<file path="config.mk">
export PLATFORM = sky130hd
export DESIGN_NAME = gsl_top
export DESIGN_NICKNAME = d
export VERILOG_FILES = /design/src/hdl/gsl_pkg.sv /design/src/hdl/gsl_top.sv
export SDC_FILE = /design/constraint.sdc
export NUM_CORES = 2
export LEC_CHECK = 0
export BUFFER_PORTS_ARGS = -buffer_cell sky130_fd_sc_hd__buf_2
export CAP_MARGIN = 20
export CORE_ASPECT_RATIO = 1.2
export CORE_MARGIN = 5
export CORE_UTILIZATION = 60
export CTS_CLUSTER_SIZE = 10
export DETAILED_ROUTE_END_ITERATION = 8
export GPL_TIMING_DRIVEN = 0
export PLACE_DENSITY_LB_ADDON = 0.25
export SLEW_MARGIN = 20
export SYNTH_ARGS = -nofsm -noshare
export SYNTH_HDL_FRONTEND = slang
export SYNTH_SLANG_ARGS = --single-unit
</file>
<file path="constraint.sdc">
create_clock -name pclk -period 16 [get_ports pclk]
set_clock_uncertainty 0.2 [all_clocks]
set_input_delay 3.2 -clock pclk [delete_from_list [all_inputs] [get_ports pclk]]
set_output_delay 3.2 -clock pclk [all_outputs]
set_load 0.02 [all_outputs]
</file>
<file path="src/hdl/gsl_pkg.sv">
// package for the gauge threshold and led status block
// assumes pressure in units of 0.1 mtorr and a 100 mhz pclk
package gsl_pkg;

  // clock
  localparam int unsigned CLK_HZ        = 100_000_000;

  // times in milliseconds, as specified
  localparam int unsigned T_8TH_MS      = 125;
  localparam int unsigned T_SHORT_MS    = 50;
  localparam int unsigned T_CHECK_MS    = 100;
  localparam int unsigned T_HOLD_MS     = 3000;
  localparam int unsigned T_FORCE_MS    = 1000;
  localparam int unsigned T_TOGGLE_MS   = 2000;

  // cycle counts derived from the times
  localparam logic [31:0] CYC_8TH    = 32'(CLK_HZ / 1000 * T_8TH_MS);
  localparam logic [31:0] CYC_SHORT  = 32'(CLK_HZ / 1000 * T_SHORT_MS);
  localparam logic [31:0] CYC_CHECK  = 32'(CLK_HZ / 1000 * T_CHECK_MS);
  localparam logic [31:0] CYC_HOLD   = 32'(CLK_HZ / 1000 * T_HOLD_MS);
  localparam logic [31:0] CYC_FORCE  = 32'(CLK_HZ / 1000 * T_FORCE_MS);
  localparam logic [31:0] CYC_TOGGLE = 32'(CLK_HZ / 1000 * T_TOGGLE_MS);

  // pressure levels, lsb = 0.1 mtorr
  localparam logic [31:0] P_0P01_TORR = 32'h0000_0064;  // 0.01 torr
  localparam logic [31:0] P_1_TORR    = 32'h0000_2710;  // 1 torr
  localparam logic [31:0] P_10_TORR   = 32'h0001_86a0;  // 10 torr
  localparam logic [31:0] P_700_TORR  = 32'h006a_cfc0;  // 700 torr
  localparam logic [31:0] P_800_TORR  = 32'h007a_1200;  // 800 torr
  localparam logic [31:0] P_1000_TORR = 32'h0098_9680;  // 1000 torr
  localparam logic [31:0] HYST_DIV    = 32'h0000_000a;  // 10 percent

  // apb register byte offsets
  localparam logic [7:0]  OFS_CTRL      = 8'h00;
  localparam logic [7:0]  OFS_UPPER_THR = 8'h04;
  localparam logic [7:0]  OFS_LOWER_THR = 8'h08;
  localparam logic [7:0]  OFS_STATUS    = 8'h0c;

  // ctrl fields
  localparam int unsigned CTRL_SERIAL_BIT = 0;
  localparam int unsigned CTRL_ZERO_BIT   = 1;

  // reset values
  localparam logic [31:0] RST_UPPER_THR = 32'h0098_9680;
  localparam logic [31:0] RST_LOWER_THR = 32'h0000_2710;

  // operating states
  typedef enum logic [1:0] {
    ST_CHECK  = 2'b00,
    ST_TOGGLE = 2'b01,
    ST_RUN    = 2'b10
  } gsl_state_e;

endpackage

</file>
<file path="src/hdl/gsl_top.sv">
// gauge threshold outputs, led status patterns, zero push-button, apb registers
// assumes pressure, fault and mode flags come from logic on pclk;
// the push-button pin is asynchronous and low while pressed
`timescale 1ns/1ps

module gsl_top #(
  parameter logic [31:0] CYC_8TH    = gsl_pkg::CYC_8TH,
  parameter logic [31:0] CYC_SHORT  = gsl_pkg::CYC_SHORT,
  parameter logic [31:0] CYC_CHECK  = gsl_pkg::CYC_CHECK,
  parameter logic [31:0] CYC_HOLD   = gsl_pkg::CYC_HOLD,
  parameter logic [31:0] CYC_FORCE  = gsl_pkg::CYC_FORCE,
  parameter logic [31:0] CYC_TOGGLE = gsl_pkg::CYC_TOGGLE
) (
  input  wire logic        pclk,
  input  wire logic        presetn,
  input  wire logic        ce,
  // apb slave
  input  wire logic        psel,
  input  wire logic        penable,
  input  wire logic        pwrite,
  input  wire logic [7:0]  paddr,
  input  wire logic [31:0] pwdata,
  output logic             pready,
  output logic [31:0]      prdata,
  output logic             pslverr,
  // measurement core
  input  wire logic [31:0] pressure,
  input  wire logic        comm_error,
  input  wire logic        diaphragm_fail,
  input  wire logic        thermal_fail,
  input  wire logic        calibrate_mode,
  input  wire logic        has_display,
  // push-button pin, low while pressed
  input  wire logic        button_n,
  // open-drain threshold pins
  input  wire logic        upper_threshold_output_in,
  output logic             upper_threshold_output_out,
  output logic             upper_threshold_output_oe,
  input  wire logic        lower_threshold_output_in,
  output logic             lower_threshold_output_out,
  output logic             lower_threshold_output_oe,
  // leds, yellow is red and green together
  output logic             status_led_red,
  output logic             status_led_green,
  output logic             vacuum_led_red,
  output logic             vacuum_led_green,
  // to the rest of the gauge
  output logic             zero_request,
  output logic             serial_rs485,
  output logic             running
);

  typedef struct packed {
    gsl_pkg::gsl_state_e st;
    logic [2:0]          btn_sync;
    logic                btn_held;
    logic [31:0]         sub;
    logic [3:0]          slot;
    logic [31:0]         timer;
    logic [31:0]         hold_cnt;
    logic                forcing;
    logic [31:0]         upper_thr;
    logic [31:0]         lower_thr;
    logic                upper_act;
    logic                lower_act;
    logic                serial_std;
    logic                zero_req;
    logic                st_red;
    logic                st_green;
    logic                vac_red;
    logic                vac_green;
    logic                pready;
    logic [31:0]         prdata;
    logic                pslverr;
  } gsl_regs_s;

  localparam gsl_regs_s RST = '{
    st:        gsl_pkg::ST_CHECK,
    btn_sync:  3'h7,
    btn_held:  1'b0,
    sub:       32'h0,
    slot:      4'h0,
    timer:     32'h0,
    hold_cnt:  32'h0,
    forcing:   1'b0,
    upper_thr: gsl_pkg::RST_UPPER_THR,
    lower_thr: gsl_pkg::RST_LOWER_THR,
    upper_act: 1'b0,
    lower_act: 1'b0,
    serial_std: 1'b0,
    zero_req:  1'b0,
    st_red:    1'b0,
    st_green:  1'b0,
    vac_red:   1'b0,
    vac_green: 1'b0,
    pready:    1'b0,
    prdata:    32'h0,
    pslverr:   1'b0
  };

  gsl_regs_s cur;
  gsl_regs_s next_cur;

  // hysteresis margin: a tenth of the threshold below 10 torr, else 1 torr
  function automatic logic [32:0] hyst(input logic [31:0] thr);
    logic [31:0] h;
    h = (thr < gsl_pkg::P_10_TORR) ? (thr / gsl_pkg::HYST_DIV)
                                   : gsl_pkg::P_1_TORR;
    return {1'b0, h};
  endfunction

  logic [63:0] pos1;
  logic [63:0] duty_lhs;
  logic [63:0] duty_rhs;
  logic        blink8;
  logic        blink1;
  logic        blink2;
  logic        short1;
  logic        short2;
  logic        duty_on;
  logic        adjusting;
  logic        bus_acc;
  logic        run;
  logic [32:0] p33;

  always_comb begin
    next_cur  = cur;
    pos1      = 64'h0;
    duty_lhs  = 64'h0;
    duty_rhs  = 64'h0;
    blink8    = 1'b0;
    blink1    = 1'b0;
    blink2    = 1'b0;
    short1    = 1'b0;
    short2    = 1'b0;
    duty_on   = 1'b0;
    adjusting = 1'b0;
    bus_acc   = psel & penable;
    run       = (cur.st == gsl_pkg::ST_RUN);
    p33       = {1'b0, pressure};
    next_cur.zero_req = 1'b0;

    // button: a change counts once the last two stages agree
    next_cur.btn_sync = {cur.btn_sync[1:0], button_n};
    if (cur.btn_sync[2] == cur.btn_sync[1]) begin
      next_cur.btn_held = ~cur.btn_sync[2];
    end

    // one timebase: 16 eighth-second slots make the 2 s frame, so all
    // periods share edges and never drift apart
    if (cur.sub == CYC_8TH - 32'h1) begin
      next_cur.sub  = 32'h0;
      next_cur.slot = cur.slot + 4'h1;
    end else begin
      next_cur.sub = cur.sub + 32'h1;
    end
    blink8 = (cur.sub < (CYC_8TH >> 1));
    blink1 = ~cur.slot[2];
    blink2 = ~cur.slot[3];
    short1 = (cur.slot[2:0] == 3'h0) && (cur.sub < CYC_SHORT);
    short2 = (cur.slot == 4'h0) && (cur.sub < CYC_SHORT);

    // on-time fraction of the 1 s frame equals pressure / 700 torr
    pos1     = 64'(cur.slot[2:0]) * 64'(CYC_8TH) + 64'(cur.sub);
    duty_lhs = pos1 * 64'(gsl_pkg::P_700_TORR);
    duty_rhs = 64'(pressure) * (64'(CYC_8TH) << 3);
    duty_on  = (duty_lhs < duty_rhs);

    // operating sequence
    case (cur.st)
      gsl_pkg::ST_CHECK: begin
        if (cur.timer == CYC_CHECK - 32'h1) begin
          next_cur.timer    = 32'h0;
          // a button still held must not start a zero when released late
          next_cur.hold_cnt = cur.btn_held ? CYC_HOLD : 32'h0;
          if (cur.btn_held && !has_display) begin
            next_cur.serial_std = ~cur.serial_std;
            next_cur.st         = gsl_pkg::ST_TOGGLE;
          end else begin
            next_cur.st = gsl_pkg::ST_RUN;
          end
        end else begin
          next_cur.timer = cur.timer + 32'h1;
        end
      end
      gsl_pkg::ST_TOGGLE: begin
        if (cur.timer == CYC_TOGGLE - 32'h1) begin
          next_cur.timer    = 32'h0;
          next_cur.hold_cnt = cur.btn_held ? CYC_HOLD : 32'h0;
          next_cur.st       = gsl_pkg::ST_RUN;
        end else begin
          next_cur.timer = cur.timer + 32'h1;
        end
      end
      gsl_pkg::ST_RUN: begin
        // one zero per press: the count saturates until release
        if (!cur.btn_held) begin
          next_cur.hold_cnt = 32'h0;
        end else if (cur.hold_cnt < CYC_HOLD) begin
          next_cur.hold_cnt = cur.hold_cnt + 32'h1;
          if (cur.hold_cnt == CYC_HOLD - 32'h1) begin
            next_cur.zero_req = 1'b1;
            next_cur.forcing  = 1'b1;
            next_cur.timer    = 32'h0;
          end
        end
        if (cur.forcing) begin
          if (cur.timer == CYC_FORCE - 32'h1) begin
            next_cur.forcing = 1'b0;
          end else begin
            next_cur.timer = cur.timer + 32'h1;
          end
        end
      end
      default: begin
        next_cur.st = gsl_pkg::ST_CHECK;
      end
    endcase
    adjusting = run && cur.btn_held && (cur.hold_cnt < CYC_HOLD) && !cur.forcing;

    // threshold compare with hysteresis, idle until running
    if (!run) begin
      next_cur.upper_act = 1'b0;
      next_cur.lower_act = 1'b0;
    end else begin
      if (!cur.upper_act) begin
        next_cur.upper_act = (pressure > cur.upper_thr);
      end else if (p33 + hyst(cur.upper_thr) < {1'b0, cur.upper_thr}) begin
        next_cur.upper_act = 1'b0;
      end
      if (!cur.lower_act) begin
        next_cur.lower_act = (pressure < cur.lower_thr);
      end else if (p33 > {1'b0, cur.lower_thr} + hyst(cur.lower_thr)) begin
        next_cur.lower_act = 1'b0;
      end
    end

    // led patterns, highest priority first; dark during self-check
    next_cur.st_red    = 1'b0;
    next_cur.st_green  = 1'b0;
    next_cur.vac_red   = 1'b0;
    next_cur.vac_green = 1'b0;
    if (cur.st == gsl_pkg::ST_TOGGLE) begin
      next_cur.st_green  = blink8;
      next_cur.vac_green = ~blink8;
    end else if (!run) begin
      next_cur.st_green  = 1'b0;
    end else if (cur.forcing) begin
      next_cur.st_green  = blink8;
      next_cur.vac_green = blink8;
    end else if (adjusting) begin
      next_cur.st_green  = 1'b1;
      next_cur.vac_green = blink8;
    end else if (diaphragm_fail) begin
      next_cur.st_red  = 1'b1;
      next_cur.vac_red = 1'b1;
    end else if (thermal_fail) begin
      next_cur.st_red  = 1'b1;
      next_cur.vac_red = blink2;
    end else if (comm_error) begin
      next_cur.st_red  = blink2;
      next_cur.vac_red = ~blink2;
    end else if (calibrate_mode) begin
      next_cur.st_green  = blink1;
      next_cur.vac_green = blink1;
    end else begin
      next_cur.st_green = 1'b1;
      if (pressure > gsl_pkg::P_1000_TORR) begin
        next_cur.vac_red   = blink1;
        next_cur.vac_green = blink1;
      end else if (pressure > gsl_pkg::P_800_TORR) begin
        next_cur.vac_red   = 1'b1;
        next_cur.vac_green = 1'b1;
      end else if (pressure >= gsl_pkg::P_700_TORR) begin
        next_cur.vac_green = 1'b1;
      end else if (pressure < gsl_pkg::P_0P01_TORR) begin
        next_cur.vac_green = short2;
      end else if (pressure < gsl_pkg::P_1_TORR) begin
        next_cur.vac_green = short1;
      end else begin
        next_cur.vac_green = duty_on;
      end
    end

    // apb: ready rises one cycle into the access phase; the write lands
    // and the transfer closes on the edge that sees ready high
    if (bus_acc && !cur.pready) begin
      next_cur.pready  = 1'b1;
      next_cur.pslverr = 1'b0;
      next_cur.prdata  = 32'h0;
      case (paddr)
        gsl_pkg::OFS_CTRL: begin
          next_cur.prdata[gsl_pkg::CTRL_SERIAL_BIT] = cur.serial_std;
        end
        gsl_pkg::OFS_UPPER_THR: begin
          next_cur.prdata = cur.upper_thr;
        end
        gsl_pkg::OFS_LOWER_THR: begin
          next_cur.prdata = cur.lower_thr;
        end
        gsl_pkg::OFS_STATUS: begin
          next_cur.prdata[4:0] = {cur.btn_held, run, cur.serial_std,
                                  cur.lower_act, cur.upper_act};
        end
        default: begin
          next_cur.pslverr = 1'b1;
        end
      endcase
      if (paddr == gsl_pkg::OFS_STATUS && pwrite) begin
        next_cur.pslverr = 1'b1;  // status is read-only
      end
    end else if (bus_acc && cur.pready) begin
      next_cur.pready  = 1'b0;
      next_cur.pslverr = 1'b0;
      if (pwrite && !cur.pslverr) begin
        case (paddr)
          gsl_pkg::OFS_CTRL: begin
            next_cur.serial_std = pwdata[gsl_pkg::CTRL_SERIAL_BIT];
            // a software zero only counts once running
            if (pwdata[gsl_pkg::CTRL_ZERO_BIT] && run) begin
              next_cur.zero_req = 1'b1;
            end
          end
          gsl_pkg::OFS_UPPER_THR: begin
            next_cur.upper_thr = pwdata;
          end
          gsl_pkg::OFS_LOWER_THR: begin
            next_cur.lower_thr = pwdata;
          end
          default: begin
            next_cur.pslverr = 1'b0;
          end
        endcase
      end
    end else begin
      next_cur.pready  = 1'b0;
      next_cur.pslverr = 1'b0;
    end
  end

  // all state in one register; ce low freezes every field
  always_ff @(posedge pclk or negedge presetn) begin
    if (!presetn) begin
      cur <= RST;
    end else if (ce) begin
      cur <= next_cur;
    end
  end

  // open drain: the data level stays low, the enable pulls the pin
  assign upper_threshold_output_out = 1'b0;
  assign upper_threshold_output_oe  = cur.upper_act;
  assign lower_threshold_output_out = 1'b0;
  assign lower_threshold_output_oe  = cur.lower_act;

  assign pready           = cur.pready;
  assign prdata           = cur.prdata;
  assign pslverr          = cur.pslverr;
  assign status_led_red   = cur.st_red;
  assign status_led_green = cur.st_green;
  assign vacuum_led_red   = cur.vac_red;
  assign vacuum_led_green = cur.vac_green;
  assign zero_request     = cur.zero_req;
  assign serial_rs485     = cur.serial_std;
  // the run state alone has its upper code bit set, so the pin needs no decode gate
  assign running          = cur.st[1];

endmodule

</file>
# Word level (Yosys, flattened, before mapping)
# Index checks and enable logic that the tools add are counted.
[totals]
input_bits = 86
elab_cells = 183
reg_bits = 213
output_inout_bits = 45
[op_classes]
n_lt_le_gt_ge = 15
bitwise = 8
addsub = 7
n_reduce_logical = 30
eq_ne = 14
mux = 83
multipliers = 3
n_div = 2
[op_table]
columns = ["cell", "count"]
rows = [
  ["$mux W32", 12],
  ["$pmux W64 S3", 1],
  ["$add A32 B1 Y32 const B", 3],
  ["$add A32 B32 Y33", 2],
  ["$mux W65", 1],
  ["$div A32 B4 Y32 const B", 2],
  ["$eq A32 B24 Y1 const B", 2],
  ["$lt A32 B17 Y1 const B", 2],
  ["$lt A32 B23 Y1 const B", 2],
  ["$lt A56 B59 Y1", 1],
  ["$mux W1", 54],
  ["$pmux W27 S2", 1],
  ["$mul A32 B19 Y51 const B", 1],
  ["$mul A33 B17 Y50 const B", 1],
  ["$add A27 B32 Y33", 1],
  ["$gt A32 B33 Y1", 1],
  ["$lt A33 B32 Y1", 1],
  ["$eq A32 B27 Y1 const B", 1],
  ["$eq A32 B28 Y1 const B", 1],
  ["$eq A32 B29 Y1 const B", 1],
  ["$ge A32 B23 Y1 const B", 1],
  ["$gt A32 B23 Y1 const B", 1],
  ["$gt A32 B24 Y1 const B", 1],
  ["$gt A32 B32 Y1", 1],
  ["31 further kinds", 67],
]

# Logic depth before layout (Yosys ltp)
[depth]
depth_word = 17
mapped_depth = 101

# Worst setup path after synthesis
# No wires, ideal clock.
[synth_timing]
path_type = "register to register"
from = "reg cur[105] (netlist name)"
to = "reg cur, in the netlist upper_threshold_output_oe"
setup_ps = 136
n_path_buf = 9
path_stages_with_launch = 97
arrival_ps = 15760
synth_period_minus_slack_ps = 16096
slack_ps = -96
path_cell_list = "dfrtp_1 -> buf_6 -> or3b_1 -> a21oi_1 -> a311o_1 -> buf_2 -> nand3_1 -> o221ai_1 -> a211o_1 -> buf_4 -> mux2_4 -> nor2_2 -> buf_2 -> nand3_1 -> a2111oi_1 -> a31o_2 -> mux2_2 -> o31ai_2 -> (+61 left out) -> xor2_1 -> ha_1 -> nor2b_1 -> o21ai_0 -> nand2b_1 -> a21oi_1 -> o31ai_1 -> a21o_1 -> a21oi_1 -> nor2b_1 -> o21ai_0 -> nand2b_1 -> a21oi_1 -> nor2b_1 -> o21ai_0 -> nand3b_1 -> o21ai_0 -> a21oi_1"
[synth_between]
elab_chain_cells = 7
[synth_rtl]
columns = ["item", "line", "source"]
rows = [
  ["from (decl)", "gsl_top.sv:101", "gsl_regs_s cur;"],
  ["from (signal assigned)", "gsl_top.sv:346", "cur <= next_cur;"],
  ["$div A32 B4 Y32 or $lt A32 B17 Y1 (tied branches)", "gsl_top.sv:107", "h = (thr < gsl_pkg::P_10_TORR) ? (thr / gsl_pkg::HYST_DIV)"],
  ["$mux W32", "gsl_top.sv:107", ""],
  ["$add A32 B32 Y33", "gsl_top.sv:228", "end else if (p33 + hyst(cur.upper_thr) < {1'b0, cur.upper_thr}) begin"],
  ["$lt A33 B32 Y1", "gsl_top.sv:228", ""],
  ["$mux W1", "gsl_top.sv:228", ""],
  ["$mux W1 *", "gsl_top.sv:226", "if (!cur.upper_act) begin"],
  ["$mux W2 *", "gsl_top.sv:222", "if (!run) begin"],
]
# Every way passes the cells marked *; elsewhere a longest branch is shown, timed or not.
# A chain may end at the register's enable or synchronous reset.

# Worst setup path in the final report
# Same ends and word-level chain as after synthesis.

==> metrics <==
Worst Hold Path EP=prdata[13]; Reg2Reg Setup Slack=-1.56 ns; setup ws final=-1.56 ns; Mapped Area=0.0506 mm²; area of the multi-input gates=0.0419 mm²; Layout Cells excl Fill=7497; Yosys top cell area share=23.5%; vias in the first global route=45700; Total Wirelength=147 mm; Fin Hold WS=0.282 ns; H-tree depth=1; Synth Register Bits=213; Yosys warning count=0; most frequent CP cell=o21ai_1; Die Width=275 µm; final instance area=0.0572 mm²; placeable core area=0.0836 mm²; Async SR Flop Fraction=100%; Pre-Repair DR Iteration Count=6; area post-placement=0.0530 mm²; FMAX=0.0570 GHz; Post-Synthesis Cells=5942; CP endpoint kind=flip-flop; Register Area=0.00535 mm²; synth-to-layout area growth=13.1%; failing checks=negative setup slack; total DRC errors in the routed layout=0; RSZ-0062 raised after global routing=true; sequential share of the synthesized area=10.6%; largest net degree at the start of global routing=77; syn_area_per_cell=8.51 µm²; Max Root-Sink Buffers=3; Worst-Skew Late Latency=0.62 ns; Tot GR Track Use=32.0%; first-pass GRT wire length=237 mm; Top-Level Pins=131; minimum clock period=17.56 ns; Final Hold Viols=0; most frequent cells after synthesis=inv_1 (1015), ha_1 (718), fa_1 (594), o21ai_0 (429), nand2_1 (380); most common cell in the netlist=inv_1; status=complete, but fails checks; Yosys top cell by area=fa_1; # nets final=7743; grt total ovfl=0; hold buffer count at cts=0; Worst-path clk slew=0.07 ns; Final Max Tran Viols=0; Worst-Margin Slew=1.13 ns; dpl hpwl=114 mm; worst path required time=16.28 ns; R2R Path Start=cur[105]; Placed Instances=7226; Die Y=328 µm; CP max FO=9; Final ANT Viol Nets=0; hold path depth=2; Synth area leaders=fa_1 (24%), ha_1 (18%), dfrtp_1 (9.7%); type of element launching the critical path=flip-flop; Slew headroom=24.2%; layout cells sized above 1=13.6%; total die area=0.0902 mm²; largest stage delay on the critical path=0.54 ns; reg2reg end=upper_threshold_output_oe; Critical Path Slowest Stage Cell=or4_4; RePlAce Congestion=0.954; initial antenna violation count=8; final period utilization=110%; Hold Path Class=flip-flop to flip-flop; r2r worst-path depth=100; count of cell types in the netlist=139; Sink Count=213; IO Port Bufs=126; critical path class=flip-flop to flip-flop; Most used DFF post-synth=dfrtp_1; via count=45600; 1st-iter DRT viols=3445; CTS tree=yes; Final setup viols=2; Vias/cell=6.08; Initial Util=60.5%; row cnt=116; dpl ws=-3.01 ns; Max Cap Viol=0; final-layout fill cell count=6829; EDFF count, synth=0; CTS Buf Count=29; clock root buffer=clkbuf_16; DR WL/cell=19.6 µm; Hold Startpoint=prdata[13]; Crit path arrival time=17.84 ns
[registers in the layout, indices dropped and copies added, names as in the netlist]
register / cells
cur: 170
prdata: 32
lower_threshold_output_oe: 1
pready: 1
pslverr: 1
running: 1
serial_rs485: 1
status_led_green: 1
status_led_red: 1
upper_threshold_output_oe: 1
vacuum_led_green: 1
vacuum_led_red: 1
zero_request: 1
[final cells by class]
type	instances	area share, %
multi-input combinational	4465	73.2
sequential	213	9.35
inverter	1041	6.84
timing repair buffer	344	4.23
tap	1121	2.45
buffer	251	2.31
clock buffer	43	1.40
clock inverter	11	0.140
antenna	8	0.0350
[kinds of logic after synthesis]
family                     synth area share (%)
and+or+nand+nor                            13.7
AOI/OAI and AO/OA                          18.7
muxes                                      1.22
adders and majority gates                  41.4
buffers and inverters                      10.1
other                                   0.00741
xor gates and xnor gates                   4.24
DFF                                        10.6
[per-stage QoR]
step	setup TNS [ns]	utilization, %
floorplan	0	-
global placement	-5.18	63.1
detailed placement	-5.48	63.3
CTS	-1.04	67.6
global route	-4.17	68.4
finish	-2.10	68.4
[layer usage]
metal	global-route usage, %	vias up	share of wire, %
met5	0	-	0.028
met4	11.3	6	4.3
met3	5.01	422	7.6
met2	54.3	1828	48
met1	41.8	22300	40
li1	-	21000	-
[how the worst max path moves through the flow]
stage / start / endpoint / slack [ns] / cells past startpoint
2_1_floorplan: cur[105] / upper_threshold_output_oe / 0.001 / 94
3_3_place_gp: cur[105] / upper_threshold_output_oe / -2.83 / 95
3_5_place_dp: cur[104] / upper_threshold_output_oe / -3.01 / 93
4_1_cts: cur[105] / upper_threshold_output_oe / -1.04 / 96
5_1_grt: cur[105] / upper_threshold_output_oe / -2.42 / 100
6_report: cur[105] / upper_threshold_output_oe / -1.56 / 100
[repair_timing]
item | 4_1_cts | 5_1_grt
endpoints found under the setup margin | 2 | 2
gates cloned | 1 | 0
pin swaps | 158 | 82
buffers inserted | 181 | 32
resized for setup | 299 | 85
[worst max-delay path: cells and delay by family, from the launching register on]
kind,cells,cell delay (ns)
xor gates and xnor gates,1,0.15
buffers and inverters,15,2.07
muxes,4,0.69
and+or+nand+nor,30,4.36
adders and majority gates,3,0.67
DFF,1,0.37
AOI/OAI and AO/OA,47,8.81
[layout by cell type (no fill, tap or decap), types with 34 or more instances in the layout]
master / Yosys / layout
ha_1: 718 / 717
a21oi_1: 323 / 287
and3_1: 66 / 63
a21oi_2: 6 / 38
o21bai_1: 64 / 63
o21ai_1: 16 / 34
dfrtp_1: 197 / 196
buf_4: 47 / 257
fa_1: 594 / 592
nor3_1: 98 / 87
inv_1: 1015 / 1013
xor2_1: 54 / 51
nor2_1: 293 / 276
nand3_1: 129 / 119
buf_2: 36 / 142
nor2b_1: 57 / 56
nand2b_1: 83 / 80
a22oi_1: 41 / 39
nand4_1: 72 / 72
a21o_1: 60 / 60
clkbuf_1: 160 / 161
xnor2_1: 187 / 168
o211ai_1: 42 / 42
nand2_1: 380 / 374
o21ai_0: 429 / 394
Power is not shown: default switching activity piles up to over one toggle a cycle in this logic, so the estimate is an artifact.
